==> config.mk <==
export PLATFORM = sky130hd
export DESIGN_NAME = tct_timers
export DESIGN_NICKNAME = d
export VERILOG_FILES = /design/src/inc/tct_pkg.sv /design/src/inc/tct_cfg_if.sv /design/src/core/tct_channel.sv /design/src/core/tct_timers.sv
export SDC_FILE = /design/constraint.sdc
export NUM_CORES = 1
export LEC_CHECK = 0
export BUFFER_PORTS_ARGS = -buffer_cell sky130_fd_sc_hd__buf_2
export CAP_MARGIN = 10
export CORE_MARGIN = 1.5
export CORE_UTILIZATION = 55
export DETAILED_ROUTE_END_ITERATION = 8
export PLACE_DENSITY = 0.93
export RECOVER_POWER = 100
export SLEW_MARGIN = 10
export SYNTH_ARGS = -nofsm -noshare
export SYNTH_HDL_FRONTEND = slang
export SYNTH_HIERARCHICAL = 1
export SYNTH_SLANG_ARGS = --single-unit
==> constraint.sdc <==
create_clock -name core_clk -period 3.3 [get_ports core_clk]
set_input_delay 0.66 -clock core_clk [delete_from_list [all_inputs] [get_ports core_clk]]
set_output_delay 0.66 -clock core_clk [all_outputs]
set_load 0.005 [all_outputs]
==> src/inc/tct_pkg.sv <==
`default_nettype none
package tct_pkg;
  localparam int TCT_NUM_TIMERS = 3;
  localparam int TCT_CNT_W = 32;
  localparam int TCT_PRE_W = 16;
  localparam int TCT_SEL_W = 2;
  // timer indices and their interrupt destinations
  localparam int TCT_IDX_EXPANDER = 0;
  localparam int TCT_IDX_LINE13 = 1;
  localparam int TCT_IDX_LINE14 = 2;
  // reset values
  localparam logic [TCT_CNT_W-1:0] TCT_PERIOD_RST = 32'hffffffff;
  localparam logic [TCT_PRE_W-1:0] TCT_PRE_RST = 16'h0000;
  // count clock sources of timer 2
  typedef enum logic [1:0] {
    TCT_SRC_SYSCLK = 2'h0,
    TCT_SRC_OSC1 = 2'h1,
    TCT_SRC_OSC2 = 2'h2,
    TCT_SRC_EXT = 2'h3
  } tct_src_t;
  localparam tct_src_t TCT_SRC_RST = TCT_SRC_SYSCLK;
endpackage
`default_nettype wire

==> src/inc/tct_cfg_if.sv <==
`timescale 1ns/1ps
`default_nettype none
// configuration and status of one timer channel
interface tct_cfg_if;
  import tct_pkg::*;
  logic [TCT_CNT_W-1:0] period;
  logic [TCT_PRE_W-1:0] prescale;
  logic load;
  logic stop;
  logic tickSrc;
  logic [TCT_CNT_W-1:0] count;
  logic zeroPulse;
  modport ctrl (output period, prescale, load, stop, tickSrc,
                input count, zeroPulse);
  modport chan (input period, prescale, load, stop, tickSrc,
                output count, zeroPulse);
endinterface
`default_nettype wire

==> src/core/tct_channel.sv <==
`timescale 1ns/1ps
`default_nettype none
module tct_channel
(
  // clock and reset
  input wire logic core_clk,
  input wire logic reset_n,
  // configuration and status
  tct_cfg_if.chan cfg
);
  import tct_pkg::*;

  logic [TCT_PRE_W-1:0] preCnt_r;
  logic [TCT_PRE_W-1:0] preCnt_nxt;
  logic [TCT_CNT_W-1:0] cnt_r;
  logic [TCT_CNT_W-1:0] cnt_nxt;
  logic zero_r;
  wire tick;
  wire atZero;

  // prescaler reloads with the setting, so a setting of n gives n+1 clocks
  assign tick = cfg.tickSrc && !cfg.stop && (preCnt_r == '0);
  assign preCnt_nxt = (cfg.load || tick) ? cfg.prescale :
                      (cfg.tickSrc && !cfg.stop) ? preCnt_r - 16'h0001 :
                      preCnt_r;
  assign atZero = (cnt_r == '0);
  // at zero the period is reloaded instead of wrapping
  assign cnt_nxt = cfg.load ? cfg.period :
                   !tick ? cnt_r :
                   atZero ? cfg.period : cnt_r - 32'h00000001;

  // counter state
  always_ff @(posedge core_clk)
  begin
    if (!reset_n)
    begin
      preCnt_r <= TCT_PRE_RST;
      cnt_r <= TCT_PERIOD_RST;
      zero_r <= 1'b0;
    end
    else
    begin
      preCnt_r <= preCnt_nxt;
      cnt_r <= cnt_nxt;
      zero_r <= tick && !cfg.load && (cnt_r == 32'h00000001);
    end
  end

  assign cfg.count = cnt_r;
  assign cfg.zeroPulse = zero_r;
endmodule // tct_channel
`default_nettype wire

==> src/core/tct_timers.sv <==
`timescale 1ns/1ps
`default_nettype none
// What this block does
// three identical timers, each a 32-bit down-counter with a preset period
// counter steps once per tick of clock divided by 16-bit prescale plus one
// interrupt request raised when a counter reaches zero
// at zero the counter reloads its period and keeps counting
// timer 0 interrupt goes to the interrupt expander
// timer 1 interrupt drives cpu interrupt line thirteen when enabled
// timer 2 interrupt drives cpu interrupt line fourteen
// timer 2 counts from system clock, oscillator one, two, or external
// interrupt stays pending until acknowledged or cleared, never lost
module tct_timers
(
  // clock and reset
  input wire logic core_clk,
  input wire logic reset_n,
  // configuration, one field per timer for period, prescale, load and stop; line 13 enable and timer 2 source select
  input wire logic [tct_pkg::TCT_NUM_TIMERS*tct_pkg::TCT_CNT_W-1:0] periodIn,
  input wire logic [tct_pkg::TCT_NUM_TIMERS*tct_pkg::TCT_PRE_W-1:0] prescaleIn,
  input wire logic [tct_pkg::TCT_NUM_TIMERS-1:0] loadReq,
  input wire logic [tct_pkg::TCT_NUM_TIMERS-1:0] stopReq,
  input wire logic line13Enable,
  input wire logic [tct_pkg::TCT_SEL_W-1:0] t2SrcSel,
  input wire logic t2SrcWrite,
  // timer 2 alternative count sources, synchronous single-cycle-safe levels
  input wire logic internal_oscillator_one,
  input wire logic internal_oscillator_two,
  input wire logic extClkIn,
  // interrupt acknowledge and clear
  input wire logic [tct_pkg::TCT_NUM_TIMERS-1:0] irqAck,
  // status
  output logic [tct_pkg::TCT_NUM_TIMERS*tct_pkg::TCT_CNT_W-1:0] countOut,
  output logic [tct_pkg::TCT_NUM_TIMERS-1:0] irqPending,
  output logic [tct_pkg::TCT_SEL_W-1:0] t2SrcOut,
  // interrupt lines
  output logic interrupt_expander,
  output logic cpu_irq_line_thirteen,
  output logic cpu_irq_line_fourteen
);
  import tct_pkg::*;

  tct_src_t src_r;
  logic [TCT_NUM_TIMERS-1:0] pend_r;
  logic [TCT_NUM_TIMERS-1:0] pend_nxt;
  logic [TCT_NUM_TIMERS*TCT_CNT_W-1:0] cnt_r;
  logic [2:0] srcLast_r;
  logic exp_r;
  logic l13_r;
  logic l14_r;
  wire [TCT_NUM_TIMERS-1:0] zeroEv;
  wire [TCT_NUM_TIMERS-1:0] tickSrc;
  wire [2:0] srcLvl;
  wire [2:0] srcRise;
  wire t2Tick;
  wire [TCT_NUM_TIMERS*TCT_CNT_W-1:0] cntNow;

  // selected source edge for timer 2; sources are sampled as synchronous
  // levels, so they must run well below half of core_clk
  assign srcLvl = {extClkIn, internal_oscillator_two, internal_oscillator_one};
  assign srcRise = srcLvl & ~srcLast_r;
  assign t2Tick = (src_r == TCT_SRC_SYSCLK) ? 1'b1 :
                  (src_r == TCT_SRC_OSC1) ? srcRise[0] :
                  (src_r == TCT_SRC_OSC2) ? srcRise[1] : srcRise[2];

  // source select and edge history
  always_ff @(posedge core_clk)
  begin
    if (!reset_n)
    begin
      src_r <= TCT_SRC_RST;
      // history starts at the pin level, so a source idling high
      // gives no false edge right after reset
      srcLast_r <= srcLvl;
    end
    else
    begin
      if (t2SrcWrite)
        src_r <= tct_src_t'(t2SrcSel);
      srcLast_r <= srcLvl;
    end
  end

  // one channel per timer
  genvar gi;
  generate
    for (gi = 0; gi < TCT_NUM_TIMERS; gi++)
    begin : g_chan
      tct_cfg_if cfg ();
      assign cfg.period = periodIn[gi*TCT_CNT_W +: TCT_CNT_W];
      assign cfg.prescale = prescaleIn[gi*TCT_PRE_W +: TCT_PRE_W];
      assign cfg.load = loadReq[gi];
      assign cfg.stop = stopReq[gi];
      assign cfg.tickSrc = tickSrc[gi];
      assign zeroEv[gi] = cfg.zeroPulse;
      assign tickSrc[gi] = (gi == TCT_IDX_LINE14) ? t2Tick : 1'b1;
      tct_channel u_chan
      (
        .core_clk(core_clk),
        .reset_n(reset_n),
        .cfg(cfg)
      );
      assign cntNow[gi*TCT_CNT_W +: TCT_CNT_W] = cfg.count;
    end
  endgenerate

  // status copy keeps the outputs straight from flip-flops; one process
  // owns the whole vector so no slice has two writers
  always_ff @(posedge core_clk)
  begin
    if (!reset_n)
      cnt_r <= {TCT_NUM_TIMERS{TCT_PERIOD_RST}};
    else
      cnt_r <= cntNow;
  end

  // a zero event in the same cycle as an acknowledge wins
  assign pend_nxt = zeroEv | (pend_r & ~irqAck);

  // pending flags and routed lines
  always_ff @(posedge core_clk)
  begin
    if (!reset_n)
    begin
      pend_r <= '0;
      exp_r <= 1'b0;
      l13_r <= 1'b0;
      l14_r <= 1'b0;
    end
    else
    begin
      pend_r <= pend_nxt;
      exp_r <= pend_nxt[TCT_IDX_EXPANDER];
      l13_r <= pend_nxt[TCT_IDX_LINE13] && line13Enable;
      l14_r <= pend_nxt[TCT_IDX_LINE14];
    end
  end

  assign countOut = cnt_r;
  assign irqPending = pend_r;
  assign t2SrcOut = src_r;
  assign interrupt_expander = exp_r;
  assign cpu_irq_line_thirteen = l13_r;
  assign cpu_irq_line_fourteen = l14_r;
endmodule // tct_timers
`default_nettype wire

Word-level counts from Yosys, hierarchy flattened. Cells that the tools add are included.

Add/subtract/negate cells: 6. Multipliers: 0. Divide/modulo/power cells: 0. $lt $le $gt $ge: 0. Equality and inequality tests: 7. Shifts and indexed selects: 0. Mux-type cells: 18. Bitwise gates (word level): 5. Reduce and logical (&&, ||, !) cells: 31.

Operators with widths (count): $mux 32 (9); $eq 32x1->1 const B (3); $logic_not 32->1 (3); $mux 16 (6); $sub 32x1->32 const B (3); $logic_not 16->1 (3); $sub 16x1->16 const B (3); $logic_and 1x1->1 (11); $reduce_bool 2->1 (4); $and 3x3->3 (2); $logic_not 1->1 (6); $not 3->3 (2); $ne 2x1->1 const B (2); $logic_or 1x1->1 (3); $mux 1 (3); $or 3x3->3 (1); $eq 2x1->1 const B (1); $eq 2x2->1 const B (1); $logic_not 2->1 (1).

Register bits: 254. Bits in latches: 0. RAM bits: 0. Memory bits (read-only): 0. Bits of input ports: 162. Output and inout bits: 104. Logic and storage cells: 83. Memories: 0.

Logic depth before layout (Yosys ltp).
Word-level depth: 9. Mapped depth: 11. Gate-level depth less buffers: 8.

Modules after synthesis. The synthesis kept the hierarchy.

Modules (own cells, without submodules): tct_channel at g_chan[0].u_chan ... (instances 2, cells an instance 377, area an instance 3004.1 um^2); tct_channel at g_chan[2].u_chan (instances 1, cells an instance 384, area an instance 3101.7 um^2); tct_timers (instances 1, cells an instance 231, area an instance 2891.5 um^2).

Worst setup path after synthesis. No wires, ideal clock.

Kind: in2reg. Start: input port internal_oscillator_one. End: register g_chan[2].u_chan.preCnt_r[2]. Setup time: 0.091 ns. Data arrival time: 2.623 ns. Data required time: 3.209 ns. Path slack: 0.586 ns. Stages: 11. Path buffers: 3. Cells stage by stage: nand2b_1 > a21oi_1 > or3_1 > nand4bb_1 > nand4bb_1 > clkbuf_1 > o21a_1 > clkbuf_1 > clkbuf_1 > nor2_1 > a311oi_1.

Cells in the longest elaborated chain, start to end: 7.

Ends and longest elaborated chain: from (decl) (RTL line tct_timers.sv:27) `input wire logic internal_oscillator_one,`; $and 3x3->3 * (RTL line tct_timers.sv:61) `assign srcRise = srcLvl & ~srcLast_r;`; $mux 1 * (RTL line tct_timers.sv:63) `(src_r == TCT_SRC_OSC1) ? srcRise[0] :`; $mux 1 * (RTL line tct_timers.sv:62) `assign t2Tick = (src_r == TCT_SRC_SYSCLK) ? 1'b1 :`; via g_chan[2].cfg.tickSrc (RTL line tct_cfg_if.sv:10) `logic tickSrc;`; $logic_and 1x1->1 * (RTL line tct_channel.sv:22, tct_channel.sv:24); $logic_and 1x1->1 (RTL line tct_channel.sv:22) `assign tick = cfg.tickSrc && !cfg.stop && (preCnt_r == '0);`; $logic_or 1x1->1 (RTL line tct_channel.sv:23) `assign preCnt_nxt = (cfg.load || tick) ? cfg.prescale :`; $mux 16 / $reduce_bool 2->1 (equally long branches); to (signal assigned) (RTL line tct_channel.sv:43) `preCnt_r <= preCnt_nxt;`; to (decl) (RTL line tct_channel.sv:13) `logic [TCT_PRE_W-1:0] preCnt_r;`.

The timed path passes the listed nets; every way through them passes the cells marked *. A chain may end at the register's enable or synchronous reset.

Final worst setup path.
Start: register g_chan[1].u_chan.cnt_r[1]. End: register g_chan[1].u_chan.cnt_r[25].

Cells in the longest elaborated chain, start to end: 4.

Ends and longest elaborated chain: from (decl) (RTL line tct_channel.sv:15) `logic [TCT_CNT_W-1:0] cnt_r;`; from (signal assigned) (RTL line tct_channel.sv:44) `cnt_r <= cnt_nxt;`; $sub 32x1->32 / $logic_not 32->1 (equally long branches) (RTL line tct_channel.sv:30, tct_channel.sv:26); $mux 32 * (RTL line tct_channel.sv:30) `atZero ? cfg.period : cnt_r - 32'h00000001;`; $mux 32 * (RTL line tct_channel.sv:29) `!tick ? cnt_r :`; $mux 32 * (RTL line tct_channel.sv:28) `assign cnt_nxt = cfg.load ? cfg.period :`.

Every way passes the cells marked *; elsewhere a longest branch is shown, timed or not. The select of a mux whose other input is x is not followed.

==> results.cfg <==
[critical_path]
cpMostUsedCell = clkbuf_1
startpoint = g_chan[1].u_chan/cfg.count[1]$_SDFFE_PN1P_
slowest_stage = clkbuf_1
crit_chain = inv_1, ha_1, nor4b_1, clkbuf_1, and4_1, a31oi_2, clkbuf_1, o31ai_4, a211oi_1, a311oi_1
reg2reg_to = g_chan[1].u_chan/cfg.count[25]$_SDFFE_PN1P_
endpoint_kind = flip-flop
crit_end = g_chan[1].u_chan/cfg.count[25]$_SDFFE_PN1P_
crit_path_max_fanout = 15
arrival_ps = 3360
reg2reg_from = g_chan[1].u_chan/cfg.count[1]$_SDFFE_PN1P_
reg2reg_depth = 10
critPathLaunchType = flip-flop
crit_type = reg2reg
crit_required_ps = 3700
crit_family = buffers and inverters
cp_slowest_stage_delay_ps = 670
cp.depth = 10
regToRegSetupSlack_ps = 340
critPathBufInv = 3

[placement]
place_inst = 1866
portBuffers = 265
place.gp.congestion = 0.942
dpl.hpwl_um = 25300

[cts]
cts_buffer_depth = 3
htree_num_levels = 1
clk_latency_ps = 530
cts_tree = yes
post_cts_buffers = 0
cts-root-buf = clkbuf_16
holdBufCountCts = 0
clk_pin_slew_ps = 60
cts_buffers = 26
cts_sinks = 252
cts_resized = 0

[status]
outcome = finished, final reports clean

[logic_synthesis]
synthCells = 1369
synth_edf_count = 0
syn_area_per_cell_um2 = 8.77
ys.flop_type = dfxtp_1
ys_ff_latch = 252
syn_area_um2 = 12000
seq_area_frac_synth_pct = 42.0
yosysMostFrequentCell = dfxtp_1
ys_warn_count = 6
synthArstFlopShare_pct = 0
yosys-top-cells-count = dfxtp_1 (252), nor2_1 (116), nand2b_1 (103)
synth.area.top_cells = dfxtp_1 (42%), nand2b_1 (5.4%), nor2_1 (3.6%)
synth_top_area_share_pct = 42.0
yosys.area.top_type = dfxtp_1
ys_types = 79

[timing]
slew_violations = 0
clock_skew_ps = 10.5
worst-slew-pin-transition_ps = 960
setup_tns_ps = 0
finalCritPeriodShare_pct = 89.7
timing.fmax_mhz = 338
slew_headroom_pct = 35.5
fin_crit_ps = 2960
setup_viol = 0
rsz0062_at_grt = false
hold_viol = 0

[drt]
dr.pass1.iters = 6
ant_nets = 0
vias = 12000
drc_errors = 0
wl_per_cell_um = 19.1
via_per_inst = 6.25
drt_first_iter_violations = 1057
routed_wl_um = 36500

[global_routing]
antenna_found_initial = 1
overflow = 0
grtUsageTotal_pct = 31.2
grt_max_degree = 117
grt_pass1_wl_um = 57400
grt_pass1_vias = 11600

[floorplan]
core_region_area_um2 = 21200
die_w_um = 151
die_y_um = 151
initial_utilization_pct = 56.6
io_pins = 266
die-area_um2 = 22700
rows = 53

[final_layout]
area_growth_pct = 19.0
final-instance-count-excl-fill = 1915
drive_gt1_share_pct = 19.1
n_fill_cell = 1693
fin_util_pct = 67.3
layout.nets = 1790

[hold_path]
worstHoldPathType = in2reg

[pwr]
leakage_nw = 5.36
p_total_mw = 7.16
ir_drop_v = 0.000372
p_per_area_nw_per_um2 = 501

[job]
drv_cap = 0
## area by class of cell
| type | instances | area (um^2) | share of cell area [%] |
|---|---|---|---|
| inverter | 44 | 165 | 1.16 |
| sequential | 252 | 5040 | 35.3 |
| clock buffer | 36 | 749 | 5.25 |
| timing repair buffer | 298 | 1470 | 10.3 |
| clock inverter | 12 | 143 | 0.998 |
| antenna | 1 | 2.50 | 0.0175 |
| tap | 275 | 344 | 2.41 |
| multi-input combinational | 997 | 6370 | 44.6 |
## power by group
part	total, mW	internal [mW]	switching (mW)	leakage [nW]
Combinational	0.748	0.323	0.424	2.86
Clock	3.04	1.82	1.22	0.434
Sequential	3.37	3.20	0.170	2.07
## state kept, by name (all words and copies together) (netlist names)
name	count
irqPending	3
srcLast_r	3
g_chan.u_chan/cfg.zeroPulse	3
cpu_irq_line_thirteen	1
t2SrcOut	2
g_chan.u_chan/preCnt_r	48
g_chan.u_chan/cfg.count	96
countOut	96
## metal layers
layer,track usage (%),share of wire (%),vias to the layer above
met4,14.1,4.0,0
met1,39.3,39,5532
met5,0,0,-
met3,5.73,11,142
li1,-,-,5518
met2,51.7,47,786
## worst min-delay path by stage
| stage | start | end | slack [ps] | depth (start not counted) |
|---|---|---|---|---|
| 3_3_place_gp | g_chan[2].u_chan/cfg.count[27]$_SDFFE_PN1P_ | countOut[91]$_SDFF_PN1_ | 450 | 1 |
| 5_1_grt | internal_oscillator_two | srcLast_r[1]$_DFF_P_ | 230 | 1 |
| 2_1_floorplan | g_chan[0].u_chan/cfg.zeroPulse$_SDFF_PN0_ | irqPending[0]$_SDFF_PN0_ | 420 | 1 |
| 6_report | internal_oscillator_two | srcLast_r[1]$_DFF_P_ | 240 | 1 |
| 3_5_place_dp | g_chan[0].u_chan/cfg.zeroPulse$_SDFF_PN0_ | irqPending[0]$_SDFF_PN0_ | 430 | 1 |
| 4_1_cts | internal_oscillator_two | srcLast_r[1]$_DFF_P_ | 230 | 1 |
## per-stage QoR
stage / hold slack [ps] / cell area, um^2 / worst slack (ps)
floorplan: 418 / 12000 / 586
global placement: 446 / 13600 / 591
detailed placement: 428 / 13600 / 478
CTS: 229 / 14500 / 465
global route: 230 / 14300 / 158
finish: 243 / 14300 / 339
## layout by cell type (no fill, tap or decap), drive strengths merged, types with 5 or more instances in the layout
| cell | count |
|---|---|
| dfxtp | 252 |
| buf | 220 |
| nor2 | 116 |
| clkbuf | 114 |
| nand2b | 103 |
| nor3 | 83 |
| nand2 | 75 |
| o21ai | 72 |
| a21oi | 66 |
| nand3 | 51 |
| a211oi | 48 |
| inv | 44 |
| nor4 | 42 |
| mux2i | 24 |
| xor2 | 23 |
| or3 | 23 |
| xnor2 | 21 |
| nand4 | 21 |
| and3 | 20 |
| o22ai | 17 |
| a32oi | 17 |
| a311oi | 16 |
| o31ai | 16 |
| or4 | 15 |
| o211ai | 11 |
| a31oi | 11 |
| nor2b | 9 |
| ha | 9 |
| o21a | 6 |
| clkinv | 6 |
| o221ai | 6 |
| nor4b | 6 |
| and2 | 6 |
| or2 | 5 |
## cells by family after synthesis
logic type	after synthesis	synth area share, %
and+or+nand+nor	590	28.2
adders and majority gates	9	0.938
DFF	252	42.0
AOI/OAI and AO/OA	322	18.5
buffers and inverters	123	4.57
other	1	0.0312
muxes	28	2.47
xor gates and xnor gates	44	3.21
Power figures use the tool's default switching activity.
